**config.mk**
```make
export PLATFORM = sky130hd
export DESIGN_NAME = cbr_branch
export DESIGN_NICKNAME = d
export VERILOG_FILES = /design/src/hdl/cbr_pkg.sv /design/src/hdl/cbr_branch.sv
export SDC_FILE = /design/constraint.sdc
export NUM_CORES = 1
export LEC_CHECK = 0
export ABC_AREA = 1
export ABC_CLOCK_PERIOD_IN_PS = 2200
export BUFFER_PORTS_ARGS = -buffer_cell sky130_fd_sc_hd__buf_2
export CAP_MARGIN = 20
export CORE_UTILIZATION = 55
export DETAILED_ROUTE_END_ITERATION = 8
export PLACE_DENSITY = 0.9
export SYNTH_ARGS = -nofsm -noshare
export SYNTH_HDL_FRONTEND = slang
export SYNTH_SLANG_ARGS = --single-unit
export TNS_END_PERCENT = 10
```
**constraint.sdc**
```tcl
create_clock -name i_mclk -period 2.2 [get_ports i_mclk]
set_input_delay 0.44 -clock i_mclk [delete_from_list [all_inputs] [get_ports i_mclk]]
set_output_delay 0.44 -clock i_mclk [all_outputs]
set_load 0.02 [all_outputs]
```
**src/hdl/cbr_pkg.sv**
```systemverilog
// Package for the conditional relative-branch decode and execute block.
// Assumes a byte-addressed program counter and a four-phase instruction cycle.
package cbr_pkg;

  // Widths.
  localparam int OPC_W = 16;
  localparam int PC_W  = 21;

  // Upper-byte opcodes of the two branches.
  localparam logic [7:0] OPC_BRANCH_IF_NO_OVERFLOW = 8'he5;
  localparam logic [7:0] OPC_BRANCH_IF_NONZERO     = 8'he1;

  // Field positions inside the opcode word.
  localparam int OPC_HI_LSB  = 8;
  localparam int OFFSET_MSB  = 7;

  // Increment applied to the fetch address of the branch.
  localparam logic [PC_W-1:0] PC_STEP = 21'h000002;

  // Phase numbering within one instruction cycle.
  typedef enum logic [1:0] {
    CBR_Q1,
    CBR_Q2,
    CBR_Q3,
    CBR_Q4
  } cbr_phase_t;

  // Flags the block reads; it never writes them.
  typedef struct packed {
    logic overflow;
    logic zero;
  } cbr_flags_t;

  // Program counter write request.
  typedef struct packed {
    logic            we;
    logic [PC_W-1:0] value;
  } cbr_pc_wr_t;

endpackage

```
**src/hdl/cbr_branch.sv**
```systemverilog
// Decode and execute logic for the two conditional relative branches.
// Assumes the core supplies the opcode word, the address of the instruction, the
// status flags, and a one-cycle pulse at the start of each instruction cycle.
//
// How it works
// - Upper byte e5 branches only while the overflow flag is clear.
// - Upper byte e1 branches only while the zero flag is clear.
// - Low byte is a signed offset, doubled, so targets stay on even addresses.
// - Target is instruction address plus two plus doubled offset.
// - One cycle when not taken; taken adds a second, empty cycle.
`timescale 1ns/1ns

module cbr_branch (
  // Clock and reset.
  input  wire logic                      i_mclk,
  input  wire logic                      i_rst_n,
  // Instruction in flight.
  input  wire logic                      i_cycle_start,
  input  wire logic [cbr_pkg::OPC_W-1:0] i_opcode,
  input  wire logic [cbr_pkg::PC_W-1:0]  i_instr_addr,
  input  wire cbr_pkg::cbr_flags_t       i_flags,
  // Results to the core.
  output logic                           o_is_branch,
  output cbr_pkg::cbr_pc_wr_t            o_pc_wr,
  output logic                           o_flush,
  output logic                           o_busy,
  output cbr_pkg::cbr_phase_t            o_phase
);

  // Literal width, upper-byte width and the shift that doubles the offset.
  localparam int LIT_W    = cbr_pkg::OFFSET_MSB + 1;
  localparam int OPC_HI_W = cbr_pkg::OPC_W - cbr_pkg::OPC_HI_LSB;
  localparam int DBL_SH   = 1;

  // Execution states of one branch instruction.
  typedef enum logic [1:0] {
    CBR_IDLE,
    CBR_EXEC,
    CBR_NOP
  } cbr_state_t;

  // Sequencer state: where the instruction stands and which phase runs.
  cbr_state_t                    state_reg;
  cbr_state_t                    state_next;
  cbr_pkg::cbr_phase_t           phase_reg;
  cbr_pkg::cbr_phase_t           phase_next;
  // Outcome of the decode, held for the whole instruction.
  logic                          take_reg;
  logic                          take_next;
  logic                          isbr_reg;
  logic                          isbr_next;
  // Literal captured from the opcode and the branch target built from it.
  logic [LIT_W-1:0]              lit_reg;
  logic [LIT_W-1:0]              lit_next;
  logic [cbr_pkg::PC_W-1:0]      target_reg;
  logic [cbr_pkg::PC_W-1:0]      target_next;
  // Program counter write request and the matching flush.
  cbr_pkg::cbr_pc_wr_t           pcw_reg;
  cbr_pkg::cbr_pc_wr_t           pcw_next;
  logic                          flush_reg;
  logic                          flush_next;
  // Combinational decode terms.
  logic [OPC_HI_W-1:0]           opc_hi;
  logic                          dec_nov;
  logic                          dec_nz;
  logic                          dec_any;
  logic                          start;
  logic                          in_exec;
  wire logic [cbr_pkg::PC_W-1:0] offs2;

  // Decode of the upper opcode byte; only the two branch codes start execution.
  // Any other code leaves the block at rest, so the rest of the core handles it alone.
  assign opc_hi  = i_opcode[cbr_pkg::OPC_HI_LSB +: OPC_HI_W];
  assign dec_nov = (opc_hi == cbr_pkg::OPC_BRANCH_IF_NO_OVERFLOW);
  assign dec_nz  = (opc_hi == cbr_pkg::OPC_BRANCH_IF_NONZERO);
  assign dec_any = dec_nov | dec_nz;

  // A start pulse counts only while no branch is in flight.
  // A pulse that arrives during a branch is dropped without notice; the core must not send one.
  assign start   = i_cycle_start & (state_reg == CBR_IDLE);
  assign in_exec = (state_reg == CBR_EXEC);

  // Doubled, sign-extended offset, built one bit at a time; the lowest bit is always clear.
  for (genvar gi = 0; gi < cbr_pkg::PC_W; gi++) begin : g_offs
    if (gi < DBL_SH) begin : g_even
      assign offs2[gi] = 1'b0;
    end else if (gi < LIT_W + DBL_SH) begin : g_lit
      assign offs2[gi] = lit_reg[gi-DBL_SH];
    end else begin : g_sign
      assign offs2[gi] = lit_reg[cbr_pkg::OFFSET_MSB];
    end
  end

  // Sequencer: an accepted branch runs four phases, then four empty ones if it was taken.
  always_comb begin
    state_next = state_reg;
    phase_next = phase_reg;
    if (state_reg != CBR_IDLE) begin
      // Phases step from Q1 to Q4 once per clock and wrap into the next cycle.
      phase_next = cbr_pkg::cbr_phase_t'(phase_reg + 2'h1);
    end
    case (state_reg)
      CBR_IDLE: begin
        if (start) begin
          phase_next = cbr_pkg::CBR_Q1;
          if (dec_any) begin
            state_next = CBR_EXEC;
          end
        end
      end
      CBR_EXEC: begin
        if (phase_reg == cbr_pkg::CBR_Q4) begin
          // A taken branch owes one more cycle that does nothing.
          state_next = take_reg ? CBR_NOP : CBR_IDLE;
        end
      end
      CBR_NOP: begin
        // The second cycle of a taken branch performs no operation.
        if (phase_reg == cbr_pkg::CBR_Q4) begin
          state_next = CBR_IDLE;
        end
      end
      default: begin
        state_next = CBR_IDLE;
      end
    endcase
  end

  // Sequencer registers.
  // Reset parks the block at rest in phase Q1, ready for a start at the first edge.
  always_ff @(posedge i_mclk or negedge i_rst_n) begin
    if (!i_rst_n) begin
      state_reg <= CBR_IDLE;
      phase_reg <= cbr_pkg::CBR_Q1;
    end else begin
      state_reg <= state_next;
      phase_reg <= phase_next;
    end
  end

  // Condition: sampled once at decode, so a flag change later in the cycle has no effect.
  // The flags are only read here; this block never writes them.
  always_comb begin
    take_next = take_reg;
    isbr_next = isbr_reg;
    if (start) begin
      isbr_next = dec_any;
      take_next = (dec_nov & ~i_flags.overflow) | (dec_nz & ~i_flags.zero);
    end else if ((state_reg == CBR_NOP) && (phase_reg == cbr_pkg::CBR_Q4)) begin
      // The taken branch is retired at the end of its empty cycle.
      take_next = 1'b0;
      isbr_next = 1'b0;
    end
  end

  // Condition registers.
  // Both clear in reset, so no branch is pending when the core comes out of it.
  always_ff @(posedge i_mclk or negedge i_rst_n) begin
    if (!i_rst_n) begin
      take_reg <= 1'b0;
      isbr_reg <= 1'b0;
    end else begin
      take_reg <= take_next;
      isbr_reg <= isbr_next;
    end
  end

  // Literal and target: the literal is read in Q1, the target is formed in Q2.
  // The literal is taken one clock after decode, so the opcode must still stand then.
  always_comb begin
    lit_next    = lit_reg;
    target_next = target_reg;
    if (in_exec && (phase_reg == cbr_pkg::CBR_Q1)) begin
      lit_next = i_opcode[cbr_pkg::OFFSET_MSB:0];
    end
    if (in_exec && (phase_reg == cbr_pkg::CBR_Q2)) begin
      // The counter has already moved past this word, hence the step of two; the sum wraps.
      target_next = i_instr_addr + cbr_pkg::PC_STEP + offs2;
    end
  end

  // Literal and target registers.
  // They keep their last values between branches; only a new branch reads them.
  always_ff @(posedge i_mclk or negedge i_rst_n) begin
    if (!i_rst_n) begin
      lit_reg    <= '0;
      target_reg <= '0;
    end else begin
      lit_reg    <= lit_next;
      target_reg <= target_next;
    end
  end

  // Program counter write: prepared in Q3 so that it stands during Q4, only when taken.
  // The flush travels with the write, so the word already fetched is thrown away.
  always_comb begin
    pcw_next   = '0;
    flush_next = 1'b0;
    if (in_exec && (phase_reg == cbr_pkg::CBR_Q3)) begin
      pcw_next.we    = take_reg;
      pcw_next.value = target_reg;
      flush_next     = take_reg;
    end
  end

  // Program counter write and flush registers.
  // Each is a one-clock pulse; both clear in reset so no stray write leaves the block.
  always_ff @(posedge i_mclk or negedge i_rst_n) begin
    if (!i_rst_n) begin
      pcw_reg   <= '0;
      flush_reg <= 1'b0;
    end else begin
      pcw_reg   <= pcw_next;
      flush_reg <= flush_next;
    end
  end

  // Outputs.
  assign o_is_branch = isbr_reg;
  assign o_pc_wr     = pcw_reg;
  assign o_flush     = flush_reg;
  assign o_busy      = (state_reg != CBR_IDLE);
  assign o_phase     = phase_reg;

endmodule

```
# [Word-level counts from Yosys, hierarchy flattened]
# Index checks and enable logic that the tools add are counted.
[op_classes] addsub=3 n_eq_ne=11 n_mux=14 n_bitwise=7 reduce_logical=9
[ops] cell="two-way mux 22 bit" n=1
[ops] cell="adder 21 x 2 -> 21 bit (second input constant)" n=1
[ops] cell="adder 21 bit" n=1
[ops] cell="equality test 8 bit (second input constant)" n=2
[ops] cell="two-way mux 2 bit" n=8
[ops] cell="equality test 2 bit (second input constant)" n=3
[ops] cell="!= test 2 bit (second input constant)" n=3
[ops] cell="case mux 2 bit (3 select lines)" n=1
[ops] cell="equality test 2 x 1 -> 1 bit (second input constant)" n=2
[ops] cell="logical AND 1 bit" n=4
[ops] cell="zero test 2 bit" n=2
[ops] cell="two-way mux 1 bit" n=4
[ops] cell="AND reduction 4 bit" n=1
[ops] cell="nonzero test 2 bit" n=2
[ops] cell="AND 1 bit" n=3
[ops] cell="adder 2 x 1 -> 2 bit (second input constant)" n=1
[ops] cell="!= test 2 x 1 -> 1 bit (second input constant)" n=1
[ops] cell="inverter 1 bit" n=2
[ops] cell="OR 1 bit" n=2
[word_totals] regBits=58 input_bits=42 out_inout_bits=27 wordCells=53

# [Logic depth before layout (Yosys ltp)]
# Gate-level depths: netlist (run 1).
[logic_depth] word_depth=5 ltp_mapped=16 mapped_depth_nobuf=16

# [Worst setup path after synthesis (run 1)]
# No wires, ideal clock.
[synth_timing] path_type="input -> register" from="input port i_instr_addr[2] (netlist name)" to="register target_reg[14] (netlist name)" arrival_ns=1.948 t_required_ns=2.083 path_slack_ns=0.135 cell_stages=14 path_cell_list="ha_1 > ha_1 > inv_1 > fa_1 > inv_1 > nand3_1 > nand3_1 > nand2_1 > nand2_1 > nand2_1 > nand2_1 > nand2_1 > nand3_1 > nand2_1"
[synth_via] elab_chain_cells=2
[synth_rtl] item="start: declaration" line="cbr_branch.sv:20" source="input wire logic [cbr_pkg::PC_W-1:0] i_instr_addr,"
[synth_rtl] item="adder 21 x 2 -> 21 bit" line="cbr_branch.sv:178" source="target_next = i_instr_addr + cbr_pkg::PC_STEP + offs2;"
[synth_rtl] item="adder 21 bit" line="cbr_branch.sv:178"
[synth_rtl] item="end signal: assignment" line="cbr_branch.sv:190" source="target_reg <= target_next;"
[synth_rtl] item="end: declaration" line="cbr_branch.sv:55" source="logic [cbr_pkg::PC_W-1:0] target_reg;"
# No other way between the ends.
# A chain may end at the register's enable or synchronous reset.

# [Worst setup path after layout (run 1)]
[layout_timing] from="register lit_reg[7]" to="register target_reg[17] (netlist name)"
[layout_via] elab_chain_cells=1
[layout_rtl] item="start: declaration" line="cbr_branch.sv:53" source="logic [LIT_W-1:0] lit_reg;"
[layout_rtl] item="start signal: assignment" line="cbr_branch.sv:189" source="lit_reg <= lit_next;"
[layout_rtl] item="adder 21 bit" line="cbr_branch.sv:178"
# No other way between the ends.

==> impl_metrics.py, run 1 <==
metrics = {
    "logic_synthesis": {
        "synth_fp_nets": 514,
        "synthTopCellsByArea": "dfrtp_1 (41%), ha_1 (15%), nand2_1 (13%), inv_1 (7.3%), nor2_1 (4.9%)",
        "syn_area_per_cell_um2": 8.01,
        "syn_inst": 430,
        "synth-async-reset-ratio_pct": 100,
        "yosysMostFrequentCell": "nand2_1",
        "synth_top_area_share_pct": 41.4,
        "yosys_most_used_dff": "dfrtp_1",
        "synth-warning-count": 0,
        "synth.yosys.seq_area_share_pct": 41.4,
        "syn_area_um2": 3440,
        "synth_cell_types": 28,
        "synth_seq_cells": 57,
        "yosys.area.top_type": "dfrtp_1",
        "synth_commonest_cells": "nand2_1 (119), inv_1 (67), dfrtp_1 (57), nor2_1 (45), ha_1 (41)",
        "synth-edff-count": 0,
    },
    "critical_path": {
        "r2r-start": "lit_reg[7]",
        "crit_arrival_ns": 2.35,
        "crit_family": "adder cells",
        "end_kind": "flip-flop",
        "critical_path_cell_count": 9,
        "cp.required_ns": 2.42,
        "reg2reg_depth": 9,
        "cp-start-kind": "flip-flop",
        "critPathCapture": "target_reg[17]",
        "startpoint": "lit_reg[7]",
        "rrSetupSlack_ns": 0.07,
        "critPathMaxFanout": 7,
        "slowest_stage": "dfrtp_2",
        "path_buf_inv": 1,
        "path_cells": "buf_6 > ha_1 > ha_4 > a21oi_2 > o21ai_0 > a21oi_1 > nand3b_1 > nand3_1 > nand2_1",
        "path_class": "reg2reg",
        "crit_path_max_incr_delay_ns": 0.47,
        "r2r-end": "target_reg[17]",
    },
    "sta": {
        "max_freq_ghz": 0.470,
        "rsz0062_at_grt": "yes",
        "maxSlewViolCount": 0,
        "hold_violations": 0,
        "clock_skew_ns": 0.0101,
        "period_minus_slack_ns": 2.13,
        "fin_crit_sh_pct": 96.7,
        "finalSetupViolations": 0,
        "slew_headroom_pct": 52.6,
        "setup_ws_ns": 0.0719,
        "worstMarginPinSlew_ns": 0.710,
    },
    "job": {
        "cap_violations": 0,
    },
    "route": {
        "drt-total-wl_um": 8060,
        "drc": 0,
        "viasPerCell": 5.31,
        "met3_length_um": 471,
        "ant_nets": 0,
        "highest_layer": "met4",
        "drt-initial-drc-count": 178,
        "wl_met2_um": 4050,
        "routedLengthMet1_um": 3370,
        "firstDrtPassIters": 5,
        "vias": 3141,
        "wire_per_inst_um": 13.6,
    },
    "cells_and_area": {
        "final_nets": 596,
        "drive_above_1_share_pct": 28.0,
        "diodes": 0,
        "final_area_um2": 4360,
        "utilization_pct": 72.8,
        "area_growth_pct": 26.6,
        "fill_cells": 445,
    },
    "floorplanning": {
        "die_area_um2": 6580,
        "core_um2": 5990,
        "core.rowCount": 28,
        "initial_core_util_pct": 57.5,
        "die_x_um": 81.1,
        "die_h_um": 81.1,
        "io_pins": 69,
    },
    "global_route": {
        "gr-total-overflow": 0,
        "grt_pass1_vias": 2912,
        "grt_pass1_wl_um": 11900,
        "grt_start_max_net_pins": 28,
        "track_usage_pct": 23.8,
        "antenna_found_initial": 0,
    },
    "place": {
        "place_ws_ns": -0.101,
        "placed_cell_area_um2": 3890,
        "io_buffer_count": 68,
        "dpl.hpwl_um": 5290,
        "routabilityCongestion": 0.857,
    },
    "clock_network": {
        "clockRootBuffer": "clkbuf_8",
        "cts.sinks": 57,
        "cts_max_level": 3,
        "cts_buffers": 9,
        "cts_buffer_depth": 2,
        "clk_pin_slew_worst_paths_ns": 0.07,
        "tritoncts": "built",
        "insertion_delay_ns": 0.34,
    },
    "pwr": {
        "peakVddDrop_mv": 0.959,
        "cellPowerDensity_nw_per_um2": 1400,
        "total_power_mw": 6.11,
        "power_leakage_nw": 2.47,
    },
    "outcome": {
        "status": "completed",
    },
    "hold_path": {
        "hp-class": "in2reg",
    },
}
==> per-stage QoR <==
step                      hold slack (ns)  setup TNS (ns)  std cells
after global routing                0.329          -0.170        592
after detailed placement            0.339          -0.242        573
after global placement              0.333         -0.0155        573
after CTS                           0.310               0        590
final                               0.317               0        592
after floorplan                     0.144               0        430
==> how the worst min path moves through the flow <==
stage / start / end / slack, ns / cells after the start
after floorplan: i_rst_n / lit_reg[0] / 0.14 / 0
after global placement: i_rst_n / lit_reg[3] / 0.33 / 1
after detailed placement: i_rst_n / lit_reg[3] / 0.34 / 1
after CTS: i_instr_addr[0] / target_reg[0] / 0.31 / 3
after global routing: i_opcode[5] / lit_reg[5] / 0.33 / 2
final: i_instr_addr[0] / target_reg[0] / 0.32 / 3
==> power breakdown <==
group	total, mW	internal (mW)	switching (mW)
sequential	1.48	1.33	0.151
clock	0.958	0.522	0.436
combinational	3.67	1.53	2.13
==> repair_timing <==
item | 4_1_cts | 5_1_grt
gates resized for setup | 1 | 45
gates cloned | 0 | 0
setup buffers | 0 | 2
endpoints found under the hold margin | 11 | 0
hold buffers | 1 | 0
setup endpoints to repair | 2 | 10
pin swaps | 0 | 3
==> cells in the final DEF, fill, tap and decap left out, types with 2 or more instances in the layout <==
| cell | count |
|---|---|
| a21oi_1 | 10 |
| a21oi_2 | 7 |
| buf_2 | 68 |
| buf_4 | 8 |
| clkbuf_8 | 9 |
| clkinv_2 | 3 |
| dfrtp_1 | 56 |
| ha_1 | 24 |
| ha_2 | 4 |
| ha_4 | 13 |
| inv_1 | 66 |
| mux2_2 | 7 |
| nand2_1 | 114 |
| nand2_2 | 6 |
| nand3_1 | 19 |
| nand3_2 | 4 |
| nand3b_1 | 4 |
| nor2_1 | 42 |
| nor2_2 | 3 |
| o21ai_0 | 20 |
| o21ai_1 | 3 |
| o22ai_1 | 2 |
| xnor2_1 | 5 |
==> tightest hold or removal path, cell delays in order <==
cell and delay (ns):
buf_2 0.08, nand2_1 0.04, o21ai_0 0.06
==> cell families after synthesis <==
| logic type | Yosys count | share of synthesized area [%] |
|---|---|---|
| AND/OR/NAND/NOR | 201 | 24.4 |
| buffers and inverters | 74 | 8.43 |
| XOR/XNOR | 6 | 1.53 |
| flip-flops | 57 | 41.4 |
| adder cells (fa/ha/maj) | 42 | 15.5 |
| multiplexers | 8 | 2.58 |
| AO/OA/AOI/OAI | 42 | 6.17 |
==> routing by layer <==
metal	track usage (%)	vias up
li1	-	1516
met1	28.9	1454
met2	40.9	142
met3	3.82	29
met4	12.0	0
met5	0	-
==> layout make-up <==
cell class	instances	area [µm²]	share of cell area [%]
multi-input combinational	299	1970	45.2
timing repair buffer	78	422	9.67
tap	75	93.8	2.15
clock buffer	9	124	2.84
inverter	67	251	5.77
clock inverter	7	70.1	1.61
sequential	57	1430	32.7
(Power assumes the default switching activity.)
==> run 2: changes to the inputs <==
Settings changed: ABC_CLOCK_PERIOD_IN_PS 2200 to 1900, CORE_MARGIN set to 4, CORE_UTILIZATION 55 to 50, PLACE_DENSITY 0.9 to 0.86.
Clock period 2.2 ns to 1.9 ns, I/O delays scaled along.
==> impl_metrics.py, run 2 (synthesis results as in run 1) <==
metrics = {
    "outcome": {
        "status": "finished with violations",
        "violations": "negative hold slack, negative setup slack",
    },
    "sta": {
        "fin_crit_sh_pct": 112,
        "max_freq_ghz": 0.472,
        "setup_ws_ns": -0.220,
        "setup_tns_ns": -1.51,
        "clock_skew_ns": 0.0179,
        "slew_headroom_pct": 59.7,
        "fin_hold_ws_ns": -0.00737,
        "worstMarginPinSlew_ns": 0.604,
        "maxSlewViolCount": 0,
        "finalSetupViolations": 13,
        "rsz0062_at_grt": "yes",
        "period_minus_slack_ns": 2.12,
        "hold_violations": 10,
    },
    "critical_path": {
        "cp-start-kind": "flip-flop",
        "end_kind": "flip-flop",
        "crit_arrival_ns": 2.34,
        "slowest_stage": "dfrtp_2",
        "critPathMaxFanout": 6,
        "path_class": "reg2reg",
        "path_common_cell": "nand2_1",
        "crit_path_max_incr_delay_ns": 0.41,
        "cp.required_ns": 2.12,
        "path_cells": "buf_4 > ha_1 > ha_4 > nand2_2 > o21ai_0 > a21oi_2 > nand2_1 > nand2_1 > nand3_1 > nand2_1",
    },
    "clock_network": {
        "clockRootBuffer": "clkbuf_8",
        "hold_buffers": 0,
        "cts_max_level": 3,
        "insertion_delay_ns": 0.34,
        "tritoncts": "built",
        "cts_buffers": 9,
        "cts_buffer_depth": 2,
        "clk_pin_slew_worst_paths_ns": 0.08,
        "cts.sinks": 57,
    },
    "floorplanning": {
        "initial_core_util_pct": 52.7,
        "core.rowCount": 29,
        "io_pins": 69,
        "die_x_um": 91,
        "die_area_um2": 8280,
        "die_h_um": 91,
        "core_um2": 6530,
    },
    "cells_and_area": {
        "final_cell_mix": "nand2_1 (110), buf_2 (68), inv_1 (65), dfrtp_1 (56), nor2_1 (39)",
        "drive_above_1_share_pct": 36.5,
        "final_cells": 622,
        "final-seq-area_um2": 1430,
        "fill_cells": 470,
        "diodes": 0,
        "area_growth_pct": 40.2,
        "final_nets": 624,
        "multi_input_area_um2": 2190,
        "final_common_cell": "nand2_1",
        "utilization_pct": 73.9,
    },
    "hold_path": {
        "hp-class": "in2async",
    },
    "pwr": {
        "peakVddDrop_mv": 1.41,
        "cellPowerDensity_nw_per_um2": 1740,
        "power_leakage_nw": 2.63,
    },
    "global_route": {
        "use_met1_pct": 26.5,
        "top_usage_layer": "met2",
        "grt_start_max_net_pins": 38,
        "grt_pass1_wl_um": 14400,
        "grt_pass1_vias": 3252,
        "track_usage_pct": 21.3,
        "grt_util_met3_pct": 4.30,
        "antenna_found_initial": 0,
        "gr-total-overflow": 0,
        "use_met2_pct": 35.9,
    },
    "route": {
        "vias": 3182,
        "drt-total-wl_um": 8770,
        "drt-initial-drc-count": 150,
        "drc": 0,
        "viasPerCell": 5.12,
        "ant_nets": 0,
        "wire_per_inst_um": 14.1,
        "firstDrtPassIters": 4,
    },
    "place": {
        "placed_cells": 602,
        "place_ws_ns": -0.224,
        "routabilityCongestion": 0.871,
        "io_buffer_count": 68,
        "dpl.hpwl_um": 5650,
    },
    "job": {
        "cap_violations": 0,
    },
}
## run 2: changes by cell type in the layout (fill, tap and decap cells not counted), moves of 2 or more
cell / before / now
nor2_1: 42 / 39
nand2_2: 6 / 9
nor2_2: 3 / 6
ha_1: 24 / 14
nand3_1: 19 / 17
ha_2: 4 / 1
nand2_1: 114 / 110
clkinv_2: 3 / 0
a21oi_1: 10 / 5
a21oi_2: 7 / 12
clkbuf_1: 0 / 2
nand3_2: 4 / 6
buf_4: 8 / 36
ha_4: 13 / 26
## run 2: power breakdown
part	internal, mW	switching (mW)
clock network	0.778	0.514
registers	1.54	0.159
logic	2.60	2.84
## run 2: worst paths after layout
| check | start | end | slack (ns) | cells after the start |
|---|---|---|---|---|
| worst min register to register | target_reg[16] | target_reg[16] | 0.48 | 2 |
| worst max register to register | lit_reg[7] | target_reg[18] | -0.22 | 10 |
| worst max-delay path | lit_reg[7] | target_reg[18] | -0.22 | 10 |
| worst min-delay path | i_rst_n | lit_reg[2] | -0.007 | 1 |
| min in group i_mclk | i_instr_addr[0] | target_reg[0] | 0.27 | 3 |
| max in group asynchronous | i_rst_n | o_pc_wr[20] | 1.33 | 2 |
## run 2: cell type report
cell class | instances | share of cell area [%]
clock buffer | 12 | 3.01
clock inverter | 4 | 1.58
inverter | 67 | 5.21
multi-input combinational | 299 | 45.4
sequential | 57 | 29.6
tap | 77 | 1.99
timing repair buffer | 106 | 13.3
## run 2: worst max-delay path, delay by kind of cell, from the launching register on
kind	cells	cell delay (ns)
compound gates	2	0.42
simple gates	5	0.36
buf+inv	1	0.18
fa+ha+maj	2	0.64
flops	1	0.41
## run 2: stage by stage
| stage | power [mW] | area (µm²) | hold WS [ns] |
|---|---|---|---|
| floorplan | 4.24 | 3460 | 0.0844 |
| global placement | 5.55 | 4120 | 0.361 |
| detailed placement | 5.66 | 4120 | 0.371 |
| CTS | 7.78 | 4680 | 0.00289 |
| global route | 9.08 | 4830 | 0.0224 |
| finish | 8.43 | 4830 | -0.00737 |
## run 2: routing by layer
metal	share of wire [%]	wire length, µm
met5	0	0
met1	43	3800
met3	5.1	444
met4	2.0	173
met2	50	4360
## run 2: timing repair
item,4_1_cts,5_1_grt
pin swaps,5,10
endpoints found under the hold margin,0,0
setup endpoints to repair,13,16
resized for setup,40,30
buffers inserted,2,2
==> run 3: changes to the inputs <==
Settings changed: ABC_CLOCK_PERIOD_IN_PS 1900 to 1700.
Clock period 1.9 ns to 1.7 ns, I/O delays scaled along.
==> impl_metrics.py, run 3 (synthesis results as in run 1) <==
metrics = {
    "outcome": {
        "status": "finished with violations",
        "violations": "negative setup slack",
    },
    "critical_path": {
        "path_class": "reg2reg",
        "end_kind": "flip-flop",
        "critPathMaxFanout": 4,
        "cp-start-kind": "flip-flop",
        "crit_arrival_ns": 2.26,
        "reg2reg_depth": 14,
        "cp.required_ns": 1.92,
    },
    "floorplanning": {
        "die_h_um": 91,
        "core_um2": 6530,
        "die_x_um": 91,
        "core.rowCount": 29,
        "initial_core_util_pct": 52.7,
        "io_pins": 69,
        "die_area_um2": 8280,
    },
    "clock_network": {
        "cts_buffer_depth": 2,
        "insertion_delay_ns": 0.34,
        "cts_buffers": 9,
        "clk_pin_slew_worst_paths_ns": 0.08,
        "tritoncts": "built",
        "cts.sinks": 57,
        "cts_max_level": 3,
        "clockRootBuffer": "clkbuf_8",
    },
    "cells_and_area": {
        "final_cell_mix": "nand2_1 (103), buf_2 (68), inv_1 (64), dfrtp_1 (56), buf_4 (40)",
        "diodes": 0,
        "final-seq-area_um2": 1430,
        "multi_input_area_um2": 2250,
        "final_nets": 630,
        "drive_above_1_share_pct": 39.7,
        "fill_cells": 463,
        "area_growth_pct": 42.3,
        "final_common_cell": "nand2_1",
    },
    "pwr": {
        "peakVddDrop_mv": 1.49,
        "power_leakage_nw": 2.66,
        "total_power_mw": 9.33,
        "cellPowerDensity_nw_per_um2": 1900,
    },
    "job": {
        "cap_violations": 0,
    },
    "route": {
        "ant_nets": 0,
        "viasPerCell": 5.11,
        "drt-total-wl_um": 8840,
        "vias": 3207,
        "drc": 0,
        "firstDrtPassIters": 4,
        "drt-initial-drc-count": 155,
        "wire_per_inst_um": 14.1,
    },
    "hold_path": {
        "hp-class": "in2reg",
        "hold_depth": 2,
    },
    "global_route": {
        "gr-total-overflow": 0,
        "track_usage_pct": 20.8,
        "grt_pass1_wl_um": 14300,
        "grt_start_max_net_pins": 58,
        "antenna_found_initial": 0,
        "grt_pass1_vias": 3318,
    },
    "sta": {
        "setup_ws_ns": -0.339,
        "max_freq_ghz": 0.490,
        "worstMarginPinSlew_ns": 0.328,
        "slew_headroom_pct": 77.9,
        "finalSetupViolations": 16,
        "clock_skew_ns": 0.0137,
        "period_minus_slack_ns": 2.04,
        "fin_crit_sh_pct": 120,
        "maxSlewViolCount": 0,
        "rsz0062_at_grt": "yes",
        "hold_violations": 0,
        "fin_hold_ws_ns": 0.223,
    },
    "place": {
        "routabilityCongestion": 0.860,
        "io_buffer_count": 68,
        "dpl.hpwl_um": 5850,
    },
}
==> run 3: cell count changes in the layout (fill, tap and decap cells not counted), sizes merged <==
| cell | delta |
|---|---|
| clkinvlp | +2 |
| clkinv | +2 |
| buf | +5 |
| dlygate4sd3 | +1 |
| bufinv | -2 |
| inv | +1 |
| clkbuf | -3 |
==> run 3: timing repair <==
item                                    in CTS  in global routing
hold endpoints to repair                     6                  0
endpoints found under the setup margin      17                 17
setup buffers                                6                  2
cloned                                       0                  0
resized for setup                           39                 37
hold buffers                                 1                  0
pin swaps                                    9                 16
==> run 3: per-stage QoR <==
stage          std cells  cell area (µm²)  util [%]  TNS (ns)  worst slack [ns]
2_1_floorplan        430             3520         -     -1.70            -0.174
3_5_place_dp         603             4200      64.3     -5.04            -0.439
5_1_grt              628             4900      75.1     -5.73            -0.484
4_1_cts              626             4700      72.0     -3.72            -0.347
3_3_place_gp         603             4200      64.3     -4.54            -0.397
6_report             628             4900      75.1     -3.87            -0.339
==> run 3: cell type report <==
class                   count  share of cell area [%]
multi-input cells         299                    45.9
flip-flops and latches     57                    29.1
repair buffers            112                    14.4
inverters                  67                    5.13
clock buffers               9                    2.53
well taps                  77                    1.97
clock inverters             7                   0.944
==> run 3: critical path, cell delays in order, from the launching register on <==
cell     delay (ns)
dfrtp_1        0.41
ha_4           0.29
ha_4           0.13
inv_2          0.03
fa_2           0.34
inv_2          0.11
nand3_2        0.07
nand3_2        0.09
nand2_2        0.07
nand2_4        0.09
nand2_2        0.06
nand2_1        0.06
nand2_1        0.06
nand3_2        0.07
nand2_1        0.05
==> run 3: power by group <==
part / switching [mW] / leakage (nW) / internal [mW] / total, mW
Sequential: 0.216 / 0.707 / 1.72 / 1.94
Combinational: 3.19 / 1.87 / 3.08 / 6.27
Clock: 0.596 / 0.0814 / 0.524 / 1.12
==> run 3: path summary, 6_finish.rpt <==
path / startpoint / slack [ns] / end
worst max-delay path: lit_reg[1] / -0.34 / target_reg[18]
worst min-delay path: i_opcode[6] / 0.22 / lit_reg[6]
max in group asynchronous: i_rst_n / 0.91 / o_pc_wr[13]
min in group asynchronous: i_rst_n / 0.51 / lit_reg[6]
worst max register to register: lit_reg[1] / -0.34 / target_reg[18]
worst min register to register: target_reg[17] / 0.48 / target_reg[17]
==> run 3: per-layer routing <==
metal	track usage, %	wire (µm)
met5	0	0
met4	8.79	186
met3	3.97	432
met2	35.2	4380
met1	26.1	3840
